<file path="config.mk">
export PLATFORM = sky130hd
export DESIGN_NAME = cipl_top
export DESIGN_NICKNAME = d
export VERILOG_FILES = /design/src/common/cipl_pkg.sv /design/src/design/cipl_bus_slave.sv /design/src/design/cipl_src_gate.sv /design/src/design/cipl_top.sv
export SDC_FILE = /design/constraint.sdc
export NUM_CORES = 1
export LEC_CHECK = 0
export BUFFER_PORTS_ARGS = -buffer_cell sky130_fd_sc_hd__buf_2
export CAP_MARGIN = 5
export CORE_ASPECT_RATIO = 2
export CORE_UTILIZATION = 45
export DETAILED_ROUTE_END_ITERATION = 16
export PLACE_DENSITY = 0.92
export SYNTH_ARGS = -nofsm -noshare
export SYNTH_HDL_FRONTEND = slang
export SYNTH_SLANG_ARGS = --single-unit
</file>
<file path="constraint.sdc">
create_clock -name hclk -period 2.42 [get_ports hclk]
set_input_delay 0.121 -clock hclk [delete_from_list [all_inputs] [get_ports hclk]]
set_output_delay 0.121 -clock hclk [all_outputs]
set_load 0.005 [all_outputs]
</file>
<file path="src/common/cipl_pkg.sv">
package cipl_pkg;

  // Register byte offsets on the bus
  localparam logic [7:0] CIPL_OFS_STATUS   = 8'h00;
  localparam logic [7:0] CIPL_OFS_CORE     = 8'h04;
  localparam logic [7:0] CIPL_OFS_INTCTL   = 8'h08;
  localparam logic [7:0] CIPL_OFS_SRCPRI15 = 8'h0c;
  localparam logic [7:0] CIPL_OFS_REQ      = 8'h10;

  // Field positions
  localparam int CIPL_STATUS_LOW_LSB = 5;
  localparam int CIPL_CORE_HIGH_BIT  = 3;
  localparam int CIPL_NEST_DIS_BIT   = 15;
  localparam int CIPL_FAULT_PRI_LSB  = 12;
  localparam int CIPL_CLOCK_PRI_LSB  = 8;

  // Reset values
  localparam logic [2:0] CIPL_LOW_RST        = 3'h0;
  localparam logic       CIPL_HIGH_RST       = 1'b0;
  localparam logic       CIPL_NEST_DIS_RST   = 1'b0;
  localparam logic [2:0] CIPL_FAULT_PRI_RST  = 3'h4;
  localparam logic [2:0] CIPL_CLOCK_PRI_RST  = 3'h4;

  localparam logic [2:0] CIPL_LOW_ALL_MASKED = 3'h7;
  localparam logic [2:0] CIPL_PRI_DISABLED   = 3'h0;
  localparam int         CIPL_NUM_SRC        = 2;

  typedef enum logic [1:0] {
    CIPL_HTRANS_IDLE   = 2'h0,
    CIPL_HTRANS_BUSY   = 2'h1,
    CIPL_HTRANS_NONSEQ = 2'h2,
    CIPL_HTRANS_SEQ    = 2'h3
  } cipl_htrans_type;

endpackage

</file>
<file path="src/design/cipl_bus_slave.sv">
`timescale 1ns/10ps
`default_nettype none
module cipl_bus_slave
  import cipl_pkg::*;
(
  input  wire logic        hclk,       // System clock
  input  wire logic        hresetn,    // Async reset, active low
  input  wire logic        hsel,       // Slave select
  input  wire logic [1:0]  htrans,     // Transfer type
  input  wire logic        hwrite,     // Write not read
  input  wire logic [7:0]  haddr,      // Byte address, low bits
  input  wire logic        hready,     // Bus ready
  output logic             wr_en,      // Write strobe in data phase
  output logic             rd_en,      // Read strobe in data phase
  output logic [7:0]       acc_addr    // Latched address
);

  logic       wr_r;
  logic       wr_nxt;
  logic       rd_r;
  logic       rd_nxt;
  logic [7:0] addr_r;
  logic [7:0] addr_nxt;
  logic       take;

  assign take = hsel && hready && (htrans == CIPL_HTRANS_NONSEQ
                                   || htrans == CIPL_HTRANS_SEQ);

  always_comb begin
    wr_nxt   = take && hwrite;
    rd_nxt   = take && !hwrite;
    addr_nxt = take ? haddr : addr_r;
  end

  always_ff @(posedge hclk or negedge hresetn) begin
    if (!hresetn) begin
      wr_r   <= 1'b0;
      rd_r   <= 1'b0;
      addr_r <= 8'h00;
    end else begin
      wr_r   <= wr_nxt;
      rd_r   <= rd_nxt;
      addr_r <= addr_nxt;
    end
  end

  assign wr_en    = wr_r;
  assign rd_en    = rd_r;
  assign acc_addr = addr_r;

endmodule
`default_nettype wire

</file>
<file path="src/design/cipl_src_gate.sv">
`timescale 1ns/10ps
`default_nettype none
module cipl_src_gate
  import cipl_pkg::*;
(
  input  wire logic       hclk,     // System clock
  input  wire logic       hresetn,  // Async reset, active low
  input  wire logic       req_in,   // Raw source request
  input  wire logic [2:0] src_pri,  // Programmed source priority
  input  wire logic [3:0] cpu_lvl,  // Current four-bit cpu level
  output logic            req_out   // Gated request to core
);

  logic pass;

  // Code 000 can never exceed a level, so it disables the source too
  assign pass = req_in && (src_pri != CIPL_PRI_DISABLED)
                && ({1'b0, src_pri} > cpu_lvl);

  always_ff @(posedge hclk or negedge hresetn) begin
    if (!hresetn) begin
      req_out <= 1'b0;
    end else begin
      req_out <= pass;
    end
  end

  chk_gate_follows : assert property (@(posedge hclk) disable iff (!hresetn)
    req_out == $past(req_in && src_pri != 3'h0 && {1'b0, src_pri} > cpu_lvl))
    else $error("Gated request does not follow priority compare");

endmodule
`default_nettype wire

</file>
<file path="src/design/cipl_top.sv">
// Behaviour
// - Status word bits 7..5 hold the low three cpu priority bits.
// - Low bits equal seven block every user interrupt.
// - Core control bit 3 sits above low bits forming a four-bit level.
// - High bit set keeps all user interrupts disabled.
// - Nesting disable set ignores software writes to low bits; core level loads still apply.
// - High bit reads one when level above seven, else zero.
// - Three-bit source priorities; 000 disables; fault 14..12, clock 10..8.
`timescale 1ns/10ps
`default_nettype none
module cipl_top
  import cipl_pkg::*;
(
  input  wire logic        hclk,          // System clock, 20 MHz
  input  wire logic        hresetn,       // Async reset, active low
  input  wire logic        hsel,          // Slave select
  input  wire logic [31:0] haddr,         // Byte address
  input  wire logic [1:0]  htrans,        // Transfer type
  input  wire logic        hwrite,        // Write not read
  input  wire logic [2:0]  hsize,         // Transfer size, word only
  input  wire logic [31:0] hwdata,        // Write data
  input  wire logic        hready,        // Bus ready in
  output logic             hreadyout,     // Slave ready out
  output logic             hresp,         // Always OKAY
  output logic [31:0]      hrdata,        // Read data
  input  wire logic        fault_req,     // Motor fault source request
  input  wire logic        clock_req,     // Clock calendar source request
  input  wire logic        core_lvl_we,   // Core writes a new level
  input  wire logic [3:0]  core_lvl_in,   // Level from core on accept
  output logic             fault_irq,     // Fault request to core
  output logic             clock_irq,     // Clock request to core
  output logic [3:0]       cpu_level,     // Current four-bit level
  output logic             user_irq_off   // All user interrupts masked
);

  ////////////////////////////////////////////////////////////////////////
  // Bus front end

  logic       wr_en;
  logic       rd_en;
  logic [7:0] acc_addr;

  cipl_bus_slave u_bus (
    .hclk     (hclk),
    .hresetn  (hresetn),
    .hsel     (hsel),
    .htrans   (htrans),
    .hwrite   (hwrite),
    .haddr    (haddr[7:0]),
    .hready   (hready),
    .wr_en    (wr_en),
    .rd_en    (rd_en),
    .acc_addr (acc_addr)
  );

  // Zero wait states; every access completes in its first data cycle
  assign hreadyout = 1'b1;
  assign hresp     = 1'b0;

  ////////////////////////////////////////////////////////////////////////
  // Priority state

  logic [2:0] low_r;
  logic [2:0] low_nxt;
  logic       high_r;
  logic       high_nxt;
  logic       nest_dis_r;
  logic       nest_dis_nxt;
  logic [2:0] fault_pri_r;
  logic [2:0] fault_pri_nxt;
  logic [2:0] clock_pri_r;
  logic [2:0] clock_pri_nxt;

  logic wr_status;
  logic wr_core;
  logic wr_intcon;
  logic wr_srcpri;

  assign wr_status = wr_en && (acc_addr == CIPL_OFS_STATUS);
  assign wr_core   = wr_en && (acc_addr == CIPL_OFS_CORE);
  assign wr_intcon = wr_en && (acc_addr == CIPL_OFS_INTCTL);
  assign wr_srcpri = wr_en && (acc_addr == CIPL_OFS_SRCPRI15);

  always_comb begin
    low_nxt       = low_r;
    high_nxt      = high_r;
    nest_dis_nxt  = nest_dis_r;
    fault_pri_nxt = fault_pri_r;
    clock_pri_nxt = clock_pri_r;
    // Level written by the core on interrupt accept or return wins
    if (core_lvl_we) begin
      high_nxt = core_lvl_in[3];
      low_nxt  = core_lvl_in[2:0];
    end else begin
      // Software write to low bits blocked while nesting is off
      if (wr_status && !nest_dis_r) begin
        low_nxt = hwdata[CIPL_STATUS_LOW_LSB +: 3];
      end
      if (wr_core) begin
        high_nxt = hwdata[CIPL_CORE_HIGH_BIT];
      end
    end
    if (wr_intcon) begin
      nest_dis_nxt = hwdata[CIPL_NEST_DIS_BIT];
    end
    if (wr_srcpri) begin
      fault_pri_nxt = hwdata[CIPL_FAULT_PRI_LSB +: 3];
      clock_pri_nxt = hwdata[CIPL_CLOCK_PRI_LSB +: 3];
    end
  end

  always_ff @(posedge hclk or negedge hresetn) begin
    if (!hresetn) begin
      low_r       <= CIPL_LOW_RST;
      high_r      <= CIPL_HIGH_RST;
      nest_dis_r  <= CIPL_NEST_DIS_RST;
      fault_pri_r <= CIPL_FAULT_PRI_RST;
      clock_pri_r <= CIPL_CLOCK_PRI_RST;
    end else begin
      low_r       <= low_nxt;
      high_r      <= high_nxt;
      nest_dis_r  <= nest_dis_nxt;
      fault_pri_r <= fault_pri_nxt;
      clock_pri_r <= clock_pri_nxt;
    end
  end

  assign cpu_level    = {high_r, low_r};
  // Either condition alone masks every user source
  assign user_irq_off = high_r || (low_r == CIPL_LOW_ALL_MASKED);

  ////////////////////////////////////////////////////////////////////////
  // Source gating

  logic [CIPL_NUM_SRC-1:0] raw_req;
  logic [CIPL_NUM_SRC-1:0] gated_req;
  logic [2:0]              src_pri [CIPL_NUM_SRC];

  assign raw_req    = {clock_req, fault_req};
  assign src_pri[0] = fault_pri_r;
  assign src_pri[1] = clock_pri_r;

  // Priorities top out at 7, so levels 7..15 block every source
  for (genvar i = 0; i < CIPL_NUM_SRC; i++) begin : g_src
    cipl_src_gate u_gate (
      .hclk    (hclk),
      .hresetn (hresetn),
      .req_in  (raw_req[i]),
      .src_pri (src_pri[i]),
      .cpu_lvl (cpu_level),
      .req_out (gated_req[i])
    );
  end

  assign fault_irq = gated_req[0];
  assign clock_irq = gated_req[1];

  ////////////////////////////////////////////////////////////////////////
  // Read data

  logic [31:0] rdata_r;
  logic [31:0] rdata_nxt;

  // Read mux sits on the address phase so data is ready in the data phase
  always_comb begin
    rdata_nxt = rdata_r;
    if (hsel && hready && htrans[1] && !hwrite) begin
      rdata_nxt = 32'h0000_0000;
      unique case (haddr[7:0])
        CIPL_OFS_STATUS:   rdata_nxt[CIPL_STATUS_LOW_LSB +: 3] = low_nxt;
        CIPL_OFS_CORE:     rdata_nxt[CIPL_CORE_HIGH_BIT] = high_nxt;
        CIPL_OFS_INTCTL:   rdata_nxt[CIPL_NEST_DIS_BIT] = nest_dis_nxt;
        CIPL_OFS_SRCPRI15: begin
          rdata_nxt[CIPL_FAULT_PRI_LSB +: 3] = fault_pri_nxt;
          rdata_nxt[CIPL_CLOCK_PRI_LSB +: 3] = clock_pri_nxt;
        end
        CIPL_OFS_REQ:      rdata_nxt[1:0] = gated_req;
        default:           rdata_nxt = 32'h0000_0000;
      endcase
    end
  end

  always_ff @(posedge hclk or negedge hresetn) begin
    if (!hresetn) begin
      rdata_r <= 32'h0000_0000;
    end else begin
      rdata_r <= rdata_nxt;
    end
  end

  assign hrdata = rdata_r;

  ////////////////////////////////////////////////////////////////////////
  // Checks

  chk_low_locked : assert property (@(posedge hclk) disable iff (!hresetn)
    (nest_dis_r && !core_lvl_we) |=> (low_r == $past(low_r)))
    else $error("Low level bits changed while nesting disabled");

  chk_nest_write : assert property (@(posedge hclk) disable iff (!hresetn)
    wr_intcon |=> (nest_dis_r == $past(hwdata[15])))
    else $error("Nesting disable bit not loaded");

  chk_low_write : assert property (@(posedge hclk) disable iff (!hresetn)
    (wr_status && !nest_dis_r && !core_lvl_we) |=> (low_r == $past(hwdata[7:5])))
    else $error("Status write did not load low level bits");

  chk_low_hold : assert property (@(posedge hclk) disable iff (!hresetn)
    (!wr_status && !core_lvl_we) |=> (low_r == $past(low_r)))
    else $error("Low level bits changed without a write");

  chk_low_report : assert property (@(posedge hclk) disable iff (!hresetn)
    (rd_en && acc_addr == CIPL_OFS_STATUS) |-> (hrdata[7:5] == low_r))
    else $error("Low level bits read back wrong");

  chk_high_mask : assert property (@(posedge hclk) disable iff (!hresetn)
    high_r |=> !fault_irq && !clock_irq)
    else $error("Request passed while high level bit set");

  chk_level_high : assert property (@(posedge hclk) disable iff (!hresetn)
    (cpu_level > 4'h7) |-> user_irq_off)
    else $error("User interrupts open above level seven");

  chk_seven_mask : assert property (@(posedge hclk) disable iff (!hresetn)
    (low_r == 3'h7) |-> ##1 (!fault_irq && !clock_irq))
    else $error("Request passed at level seven");

  chk_user_mask : assert property (@(posedge hclk) disable iff (!hresetn)
    user_irq_off == (cpu_level >= 4'h7))
    else $error("User mask flag disagrees with level");

  chk_level_join : assert property (@(posedge hclk) disable iff (!hresetn)
    cpu_level == {high_r, low_r} && (cpu_level > 4'h7) == high_r)
    else $error("Four-bit level badly formed");

  chk_high_write : assert property (@(posedge hclk) disable iff (!hresetn)
    (wr_core && !core_lvl_we) |=> (high_r == $past(hwdata[3])))
    else $error("Core control write did not load high bit");

  chk_high_hold : assert property (@(posedge hclk) disable iff (!hresetn)
    (!wr_core && !core_lvl_we) |=> (high_r == $past(high_r)))
    else $error("High bit changed without a write");

  chk_core_load : assert property (@(posedge hclk) disable iff (!hresetn)
    core_lvl_we |=> (cpu_level == $past(core_lvl_in)))
    else $error("Level loaded by core not taken");

  chk_high_report : assert property (@(posedge hclk) disable iff (!hresetn)
    (rd_en && acc_addr == CIPL_OFS_CORE) |-> (hrdata[3] == (cpu_level > 4'h7)))
    else $error("High bit read back wrong");

  chk_pri_field : assert property (@(posedge hclk) disable iff (!hresetn)
    wr_srcpri |=> (fault_pri_r == $past(hwdata[14:12])
                   && clock_pri_r == $past(hwdata[10:8])))
    else $error("Source priority fields not loaded");

  chk_pri_hold : assert property (@(posedge hclk) disable iff (!hresetn)
    !wr_srcpri |=> (fault_pri_r == $past(fault_pri_r)
                    && clock_pri_r == $past(clock_pri_r)))
    else $error("Source priority changed without a write");

  chk_pri_report : assert property (@(posedge hclk) disable iff (!hresetn)
    (rd_en && acc_addr == CIPL_OFS_SRCPRI15)
    |-> (hrdata[14:12] == fault_pri_r && hrdata[10:8] == clock_pri_r))
    else $error("Source priority fields read back wrong");

  chk_disabled_src : assert property (@(posedge hclk) disable iff (!hresetn)
    (fault_pri_r == 3'h0) |=> !fault_irq)
    else $error("Disabled fault source passed");

  chk_clock_off : assert property (@(posedge hclk) disable iff (!hresetn)
    (clock_pri_r == 3'h0) |=> !clock_irq)
    else $error("Disabled clock source passed");

  chk_pass_fault : assert property (@(posedge hclk) disable iff (!hresetn)
    (fault_req && {1'b0, fault_pri_r} > cpu_level) |=> fault_irq)
    else $error("Eligible fault request was dropped");

  chk_pass_clock : assert property (@(posedge hclk) disable iff (!hresetn)
    (clock_req && {1'b0, clock_pri_r} > cpu_level) |=> clock_irq)
    else $error("Eligible clock request was dropped");

  chk_fault_held : assert property (@(posedge hclk) disable iff (!hresetn)
    (!fault_req || {1'b0, fault_pri_r} <= cpu_level) |=> !fault_irq)
    else $error("Fault request passed without exceeding level");

  chk_clock_held : assert property (@(posedge hclk) disable iff (!hresetn)
    (!clock_req || {1'b0, clock_pri_r} <= cpu_level) |=> !clock_irq)
    else $error("Clock request passed without exceeding level");

  chk_req_report : assert property (@(posedge hclk) disable iff (!hresetn)
    (rd_en && acc_addr == CIPL_OFS_REQ) |-> (hrdata[1:0] == $past(gated_req)))
    else $error("Gated requests read back wrong");

  ////////////////////////////////////////////////////////////////////////
  // Coverage

  cov_nest_block : cover property (@(posedge hclk) disable iff (!hresetn)
    wr_status && nest_dis_r);
  cov_fault_pass : cover property (@(posedge hclk) disable iff (!hresetn)
    fault_irq);
  cov_clock_pass : cover property (@(posedge hclk) disable iff (!hresetn)
    clock_irq && cpu_level != 4'h0);
  cov_high_set : cover property (@(posedge hclk) disable iff (!hresetn)
    high_r && clock_req);
  cov_core_load : cover property (@(posedge hclk) disable iff (!hresetn)
    core_lvl_we && core_lvl_in > 4'h7);

endmodule
`default_nettype wire

</file>
**Word-level counts from Yosys, hierarchy flattened**

Cells that the tools add are included.

- Flip-flop bits (word level): 35
- Bits in latches: 0
- RAM bits: 0
- Memory bits (read-only): 0
- Memories: 0

- Add/sub/neg operators: 0
- $mul: 0
- Divide/modulo/power cells: 0
- Magnitude comparators: 2
- Eq/ne operators: 10
- Shift-type cells: 0
- Multiplexer cells: 13
- Bitwise operators: 0
- Reduce and logical (&&, ||, !) cells: 22

Operators with widths:

| cell | count |
|---|---|
| 8-bit by 4-bit == test with 1-bit output (second input constant) | 4 |
| 3-bit two-way mux | 7 |
| 8-bit by 3-bit == test with 1-bit output (second input constant) | 2 |
| 8-bit zero test | 2 |
| 1-bit logical AND | 14 |
| 8-bit by 5-bit == test with 1-bit output (second input constant) | 1 |
| 3-bit by 4-bit greater-than comparator with 1-bit output | 2 |
| 3-bit nonzero test | 2 |
| 1-bit two-way mux | 5 |
| 2-bit == test (second input constant) | 2 |
| 3-bit == test (second input constant) | 1 |
| 1-bit zero test | 2 |
| 1-bit logical OR | 2 |
| 2-bit two-way mux | 1 |

**Depth between registers and ports, before layout**

- Word-level depth: 6
- Depth in mapped cells: 6
- Gate-level depth less buffers: 6

**Cells and area by module**

A second synthesis with hierarchy kept.

- Cells, all modules: 165
- Area, all modules: 1910.6 um2

By module, submodules not included:

| module | instances | cells an instance | area each (um2) | seq. area each (um2) |
|---|---|---|---|---|
| cipl_top | 1 | 115 | 1313.8 | 603.1 |
| cipl_bus_slave | 1 | 22 | 369.1 | 250.2 |
| cipl_src_gate | 2 | 14 | 113.9 | 25.0 |

**Worst setup path after synthesis**

OpenSTA, ideal clock, no wires.

- Path type: flip-flop to flip-flop
- From: reg u_bus.addr_r[5] (netlist: u_bus.acc_addr[5])
- To: reg rdata_r[15] (netlist: hrdata[15])
- Library setup time: 0.121 ns
- Data arrival time: 1.416 ns
- Required time: 2.299 ns
- Path slack: 0.883 ns
- Stages on the path, launching flop included: 5
- Clock period less this slack: 1.537 ns
- Path through: dfrtp_1 -> nor4_4 -> nand4b_1 -> mux2_2 -> a22o_1

- Word-level cells in the longest chain between the ends: 4

RTL lines:

| item | line | text |
|---|---|---|
| start: declaration | cipl_bus_slave.sv:22 | `logic [7:0] addr_r;` |
| start signal: assignment | cipl_bus_slave.sv:43 | `addr_r <= addr_nxt;` |
| 8-bit by 4-bit == test with 1-bit output | cipl_top.sv:81 | `assign wr_intcon = wr_en && (acc_addr == CIPL_OFS_INTCTL);` |
| 1-bit logical AND | cipl_top.sv:81 |  |
| 1-bit two-way mux | cipl_top.sv:103 | `if (wr_intcon) begin` |
| named net nest_dis_nxt | cipl_top.sv:68 | `logic nest_dis_nxt;` |
| 1-bit two-way mux | cipl_top.sv:169 | `unique case (haddr[7:0])` |
| end signal: assignment | cipl_top.sv:187 | `rdata_r <= rdata_nxt;` |
| end: declaration | cipl_top.sv:161 | `logic [31:0] rdata_r;` |

The timed path passes the listed nets, and every way through them passes these cells.
A chain may end at the register's enable or synchronous reset.

**Final worst setup path**

- From: reg u_bus.addr_r[5] (netlist: u_bus.acc_addr[5])
- To: reg rdata_r[14] (netlist: hrdata[14])

- Word-level cells in the longest chain between the ends: 4

RTL lines:

| item | line | text |
|---|---|---|
| 8-bit by 4-bit == test with 1-bit output | cipl_top.sv:82 | `assign wr_srcpri = wr_en && (acc_addr == CIPL_OFS_SRCPRI15);` |
| 1-bit logical AND | cipl_top.sv:82 |  |
| 3-bit two-way mux | cipl_top.sv:106 | `if (wr_srcpri) begin` |
| 3-bit two-way mux | cipl_top.sv:169 |  |

Every way passes these cells.

==> impl_metrics.yaml <==
placement:
  place_congestion: 0.8395
  io_buffers: 51
  place_inst: 270
  hpwl_microns: 2923
route:
  drt_iter0_markers: 27
  wl_microns: 3774
  viasPerCell: 5.000
  drc_errors: 0
  wl_per_cell_microns: 13.58
  drt-pass1-iter-count: 4
  num_vias: 1390
  final_antenna_net_count: 0
clocking:
  cts_tree: "yes"
  cts-root-buf: "clkbuf_8"
  htreeDepth: 2
  clockBufferDepth: 2
  clock_latency_ps: 290
  cts_buffers: 5
  path_clk_slew_ps: 70
  cts_sinks: 35
sta:
  setup_tns_ps: 0
  clock_skew_ps: 5.784
  setup_viol: 0
  slew_headroom_pct: 47.75
  layout_min_cycle_time_ps: 1770
  worst-slew-pin-transition_ps: 783.7
  fmax_ghz: 0.5651
  period_share_pct: 73.13
  drv_slew: 0
  hold_violations: 0
  rsz0062_at_grt: "false"
global_routing:
  grt_pass1_wl_microns: 6113
  grt_pass1_vias: 1397
  grt_max_degree: 36
  antenna_found_initial: 0
  grt_overflow: 0
  grt_usage_pct: 19.98
yosys:
  ys_types: 37
  yosys.area.top_type_share_pct: 44.78
  synth_top_cell_by_area: "dfrtp_1"
  netlist_instances: 174
  synth.area.top_cells: "dfrtp_1 45%, buf_4 9.0%, mux2_2 5.5%"
  ys.flop_type: "dfrtp_1"
  seq_area_frac_synth_pct: 47.63
  yosys_warnings: 0
  syn-mean-instance-area_sq_um: 10.60
  synth_area_sq_um: 1844
  ys_ff_latch: 35
  synth_edf_count: 0
  synthArstFlopShare_pct: 100.0
  ys_top_cells_by_count: "33 x dfrtp_1, 22 x buf_4, 18 x inv_1"
  yosysMostFrequentCell: "dfrtp_1"
floorplan:
  start_util_pct: 47.49
  die-area_sq_um: 4374
  die_w_microns: 47.27
  design.core.area_sq_um: 3884
  rows: 32
  pin_count: 122
  die_y_microns: 92.54
layout:
  diodes: 0
  ff_latch_area_sq_um: 878.3
  area_growth_pct: 16.49
  multi_input_area_sq_um: 785.8
  fin_util_pct: 55.32
  fin_nets: 314
  drive_gt1_share_pct: 33.04
  nFillCells: 377
  fin_cells: 278
worst_setup_path:
  crit_type: "flip-flop to flip-flop"
  start_kind: "flip-flop"
  path_max_fanout: 8
  arrival_ps: 1930
  critPathRequiredTime_ps: 2580
  endpoint_kind: "flip-flop"
  max_stage_delay_ps: 490
  path_cells: "nor4_4, nand4_2, mux2i_1, o21ai_1"
  r2r_slack_ps: 650
  crit_buf_inv: 0
  critPathTopFamily: "simple AND/OR/NAND/NOR gates"
  slowest_stage: "nor4_4"
status:
  outcome: "complete, no violations"
pwr:
  p_sw_share_pct: 26.70
  switchingPower_w: 0.0003424
  power_density_nw_per_um2: 597.1
  ir_drop_mv: 0.3830
  p_int_w: 0.0009403
  p_leak_nw: 1.184
  p_comb_share_pct: 14.3
  clockPowerShare_pct: 33.2
  seq_power_share_pct: 52.4
run:
  max_cap_violations: 0
hold_path:
  hold_class: "primary input to flip-flop"
[worst paths after layout]
path	startpoint	endpoint	depth (start not counted)
worst min register to register	hrdata[1]	hrdata[1]	2
max in group asynchronous	hresetn	hrdata[12]	2
worst max register to register	u_bus.acc_addr[5]	hrdata[14]	4
min in group asynchronous	hresetn	hrdata[7]	2
worst min-delay path	hwdata[5]	low_r[0]	3
worst max-delay path	u_bus.acc_addr[5]	hrdata[14]	4
[flip-flops by register name, summed over array words and instances (netlist names)]
signal,count
nest_dis_r,1
clock_pri_r,3
g_src.u_gate.req_out,2
low_r,3
high_r,1
u_bus.wr_en,1
u_bus.acc_addr,8
fault_pri_r,3
hrdata,13
[layout make-up]
class,instances,area share (%)
Clock inverter,1,0.2330
Inverter,18,3.145
Clock buffer,6,3.844
Sequential cell,35,40.89
Multi-Input combinational cell,115,36.58
Tap cell,51,2.970
Timing Repair Buffer,52,12.35
[layout by cell type (no fill, tap or decap)]
cell type	synthesis	routed
o21ai_0	5	5
conb_1	2	21
nand4_2	1	1
nor2b_1	1	1
o21ai_1	6	6
mux2i_1	9	9
clkbuf_8	0	6
nor4bb_1	1	1
and3b_1	1	1
nor2_1	3	3
clkinv_2	0	1
mux2_2	9	9
a311o_1	1	1
nand2_1	13	13
ha_1	6	6
nor4_4	1	1
nand3_1	9	9
nand2b_4	1	1
inv_1	18	18
nor3b_2	1	1
a22o_1	1	1
nor3_1	5	5
dlygate4sd3_1	0	1
a32o_1	1	1
dfstp_2	2	2
dfrtp_1	33	33
or4b_4	1	1
nor4_1	2	2
nand4_1	1	1
a31oi_1	3	3
and3_1	1	1
a21o_1	2	2
a21oi_1	5	5
buf_2	0	51
nand3_4	1	1
nor3b_1	1	1
or4b_1	1	1
nand4b_1	1	1
[metal layers]
metal / share of wire, % / track usage (%)
met3: 5.5 / 3.899
met5: 0 / 0
met2: 51 / 32.53
met4: 4.9 / 13.57
met1: 38 / 21.59
[cell families (layout without fill, tap and decap cells)]
kind of cell	after synthesis	after routing	synth area share (%)
DFF	35	35	47.63
and+or+nand+nor	46	46	16.15
other	2	21	0.4072
muxes	18	18	10.38
AOI/OAI and AO/OA	24	24	7.734
adders and majority gates	6	6	4.070
buffers and inverters	43	77	13.64
[timing repair]
item,in CTS,in global routing
gates resized for setup,0,0
endpoints found under the hold margin,33,0
buffers inserted,0,0
hold buffers,1,0
[metrics by stage]
step	hold slack (ps)	cell area (sq um)	setup slack, ps	power (W)
after floorplan	-174.6	1916	883.3	0.0008104
after global placement	223.3	2051	692.3	0.0008550
after detailed placement	236.9	2051	672.4	0.0008657
after CTS	53.11	2148	652.4	0.001299
after global routing	71.63	2148	560.1	0.001351
final	59.72	2148	650.3	0.001283
[power groups by stage]
stage               Combinational [W]  Clock (W)  Sequential, W
CTS                          0.000185   0.000441       0.000673
floorplan                    0.000136          0       0.000674
finish                       0.000184   0.000426       0.000673
detailed placement           0.000182          0       0.000683
global placement             0.000173          0       0.000682
global route                 0.000211   0.000461       0.000678
[worst min-delay path, stage by stage]
cell and delay, ps:
buf_2 80, a21oi_1 70, inv_1 50
Note: power is estimated with default switching activity, not from simulation.
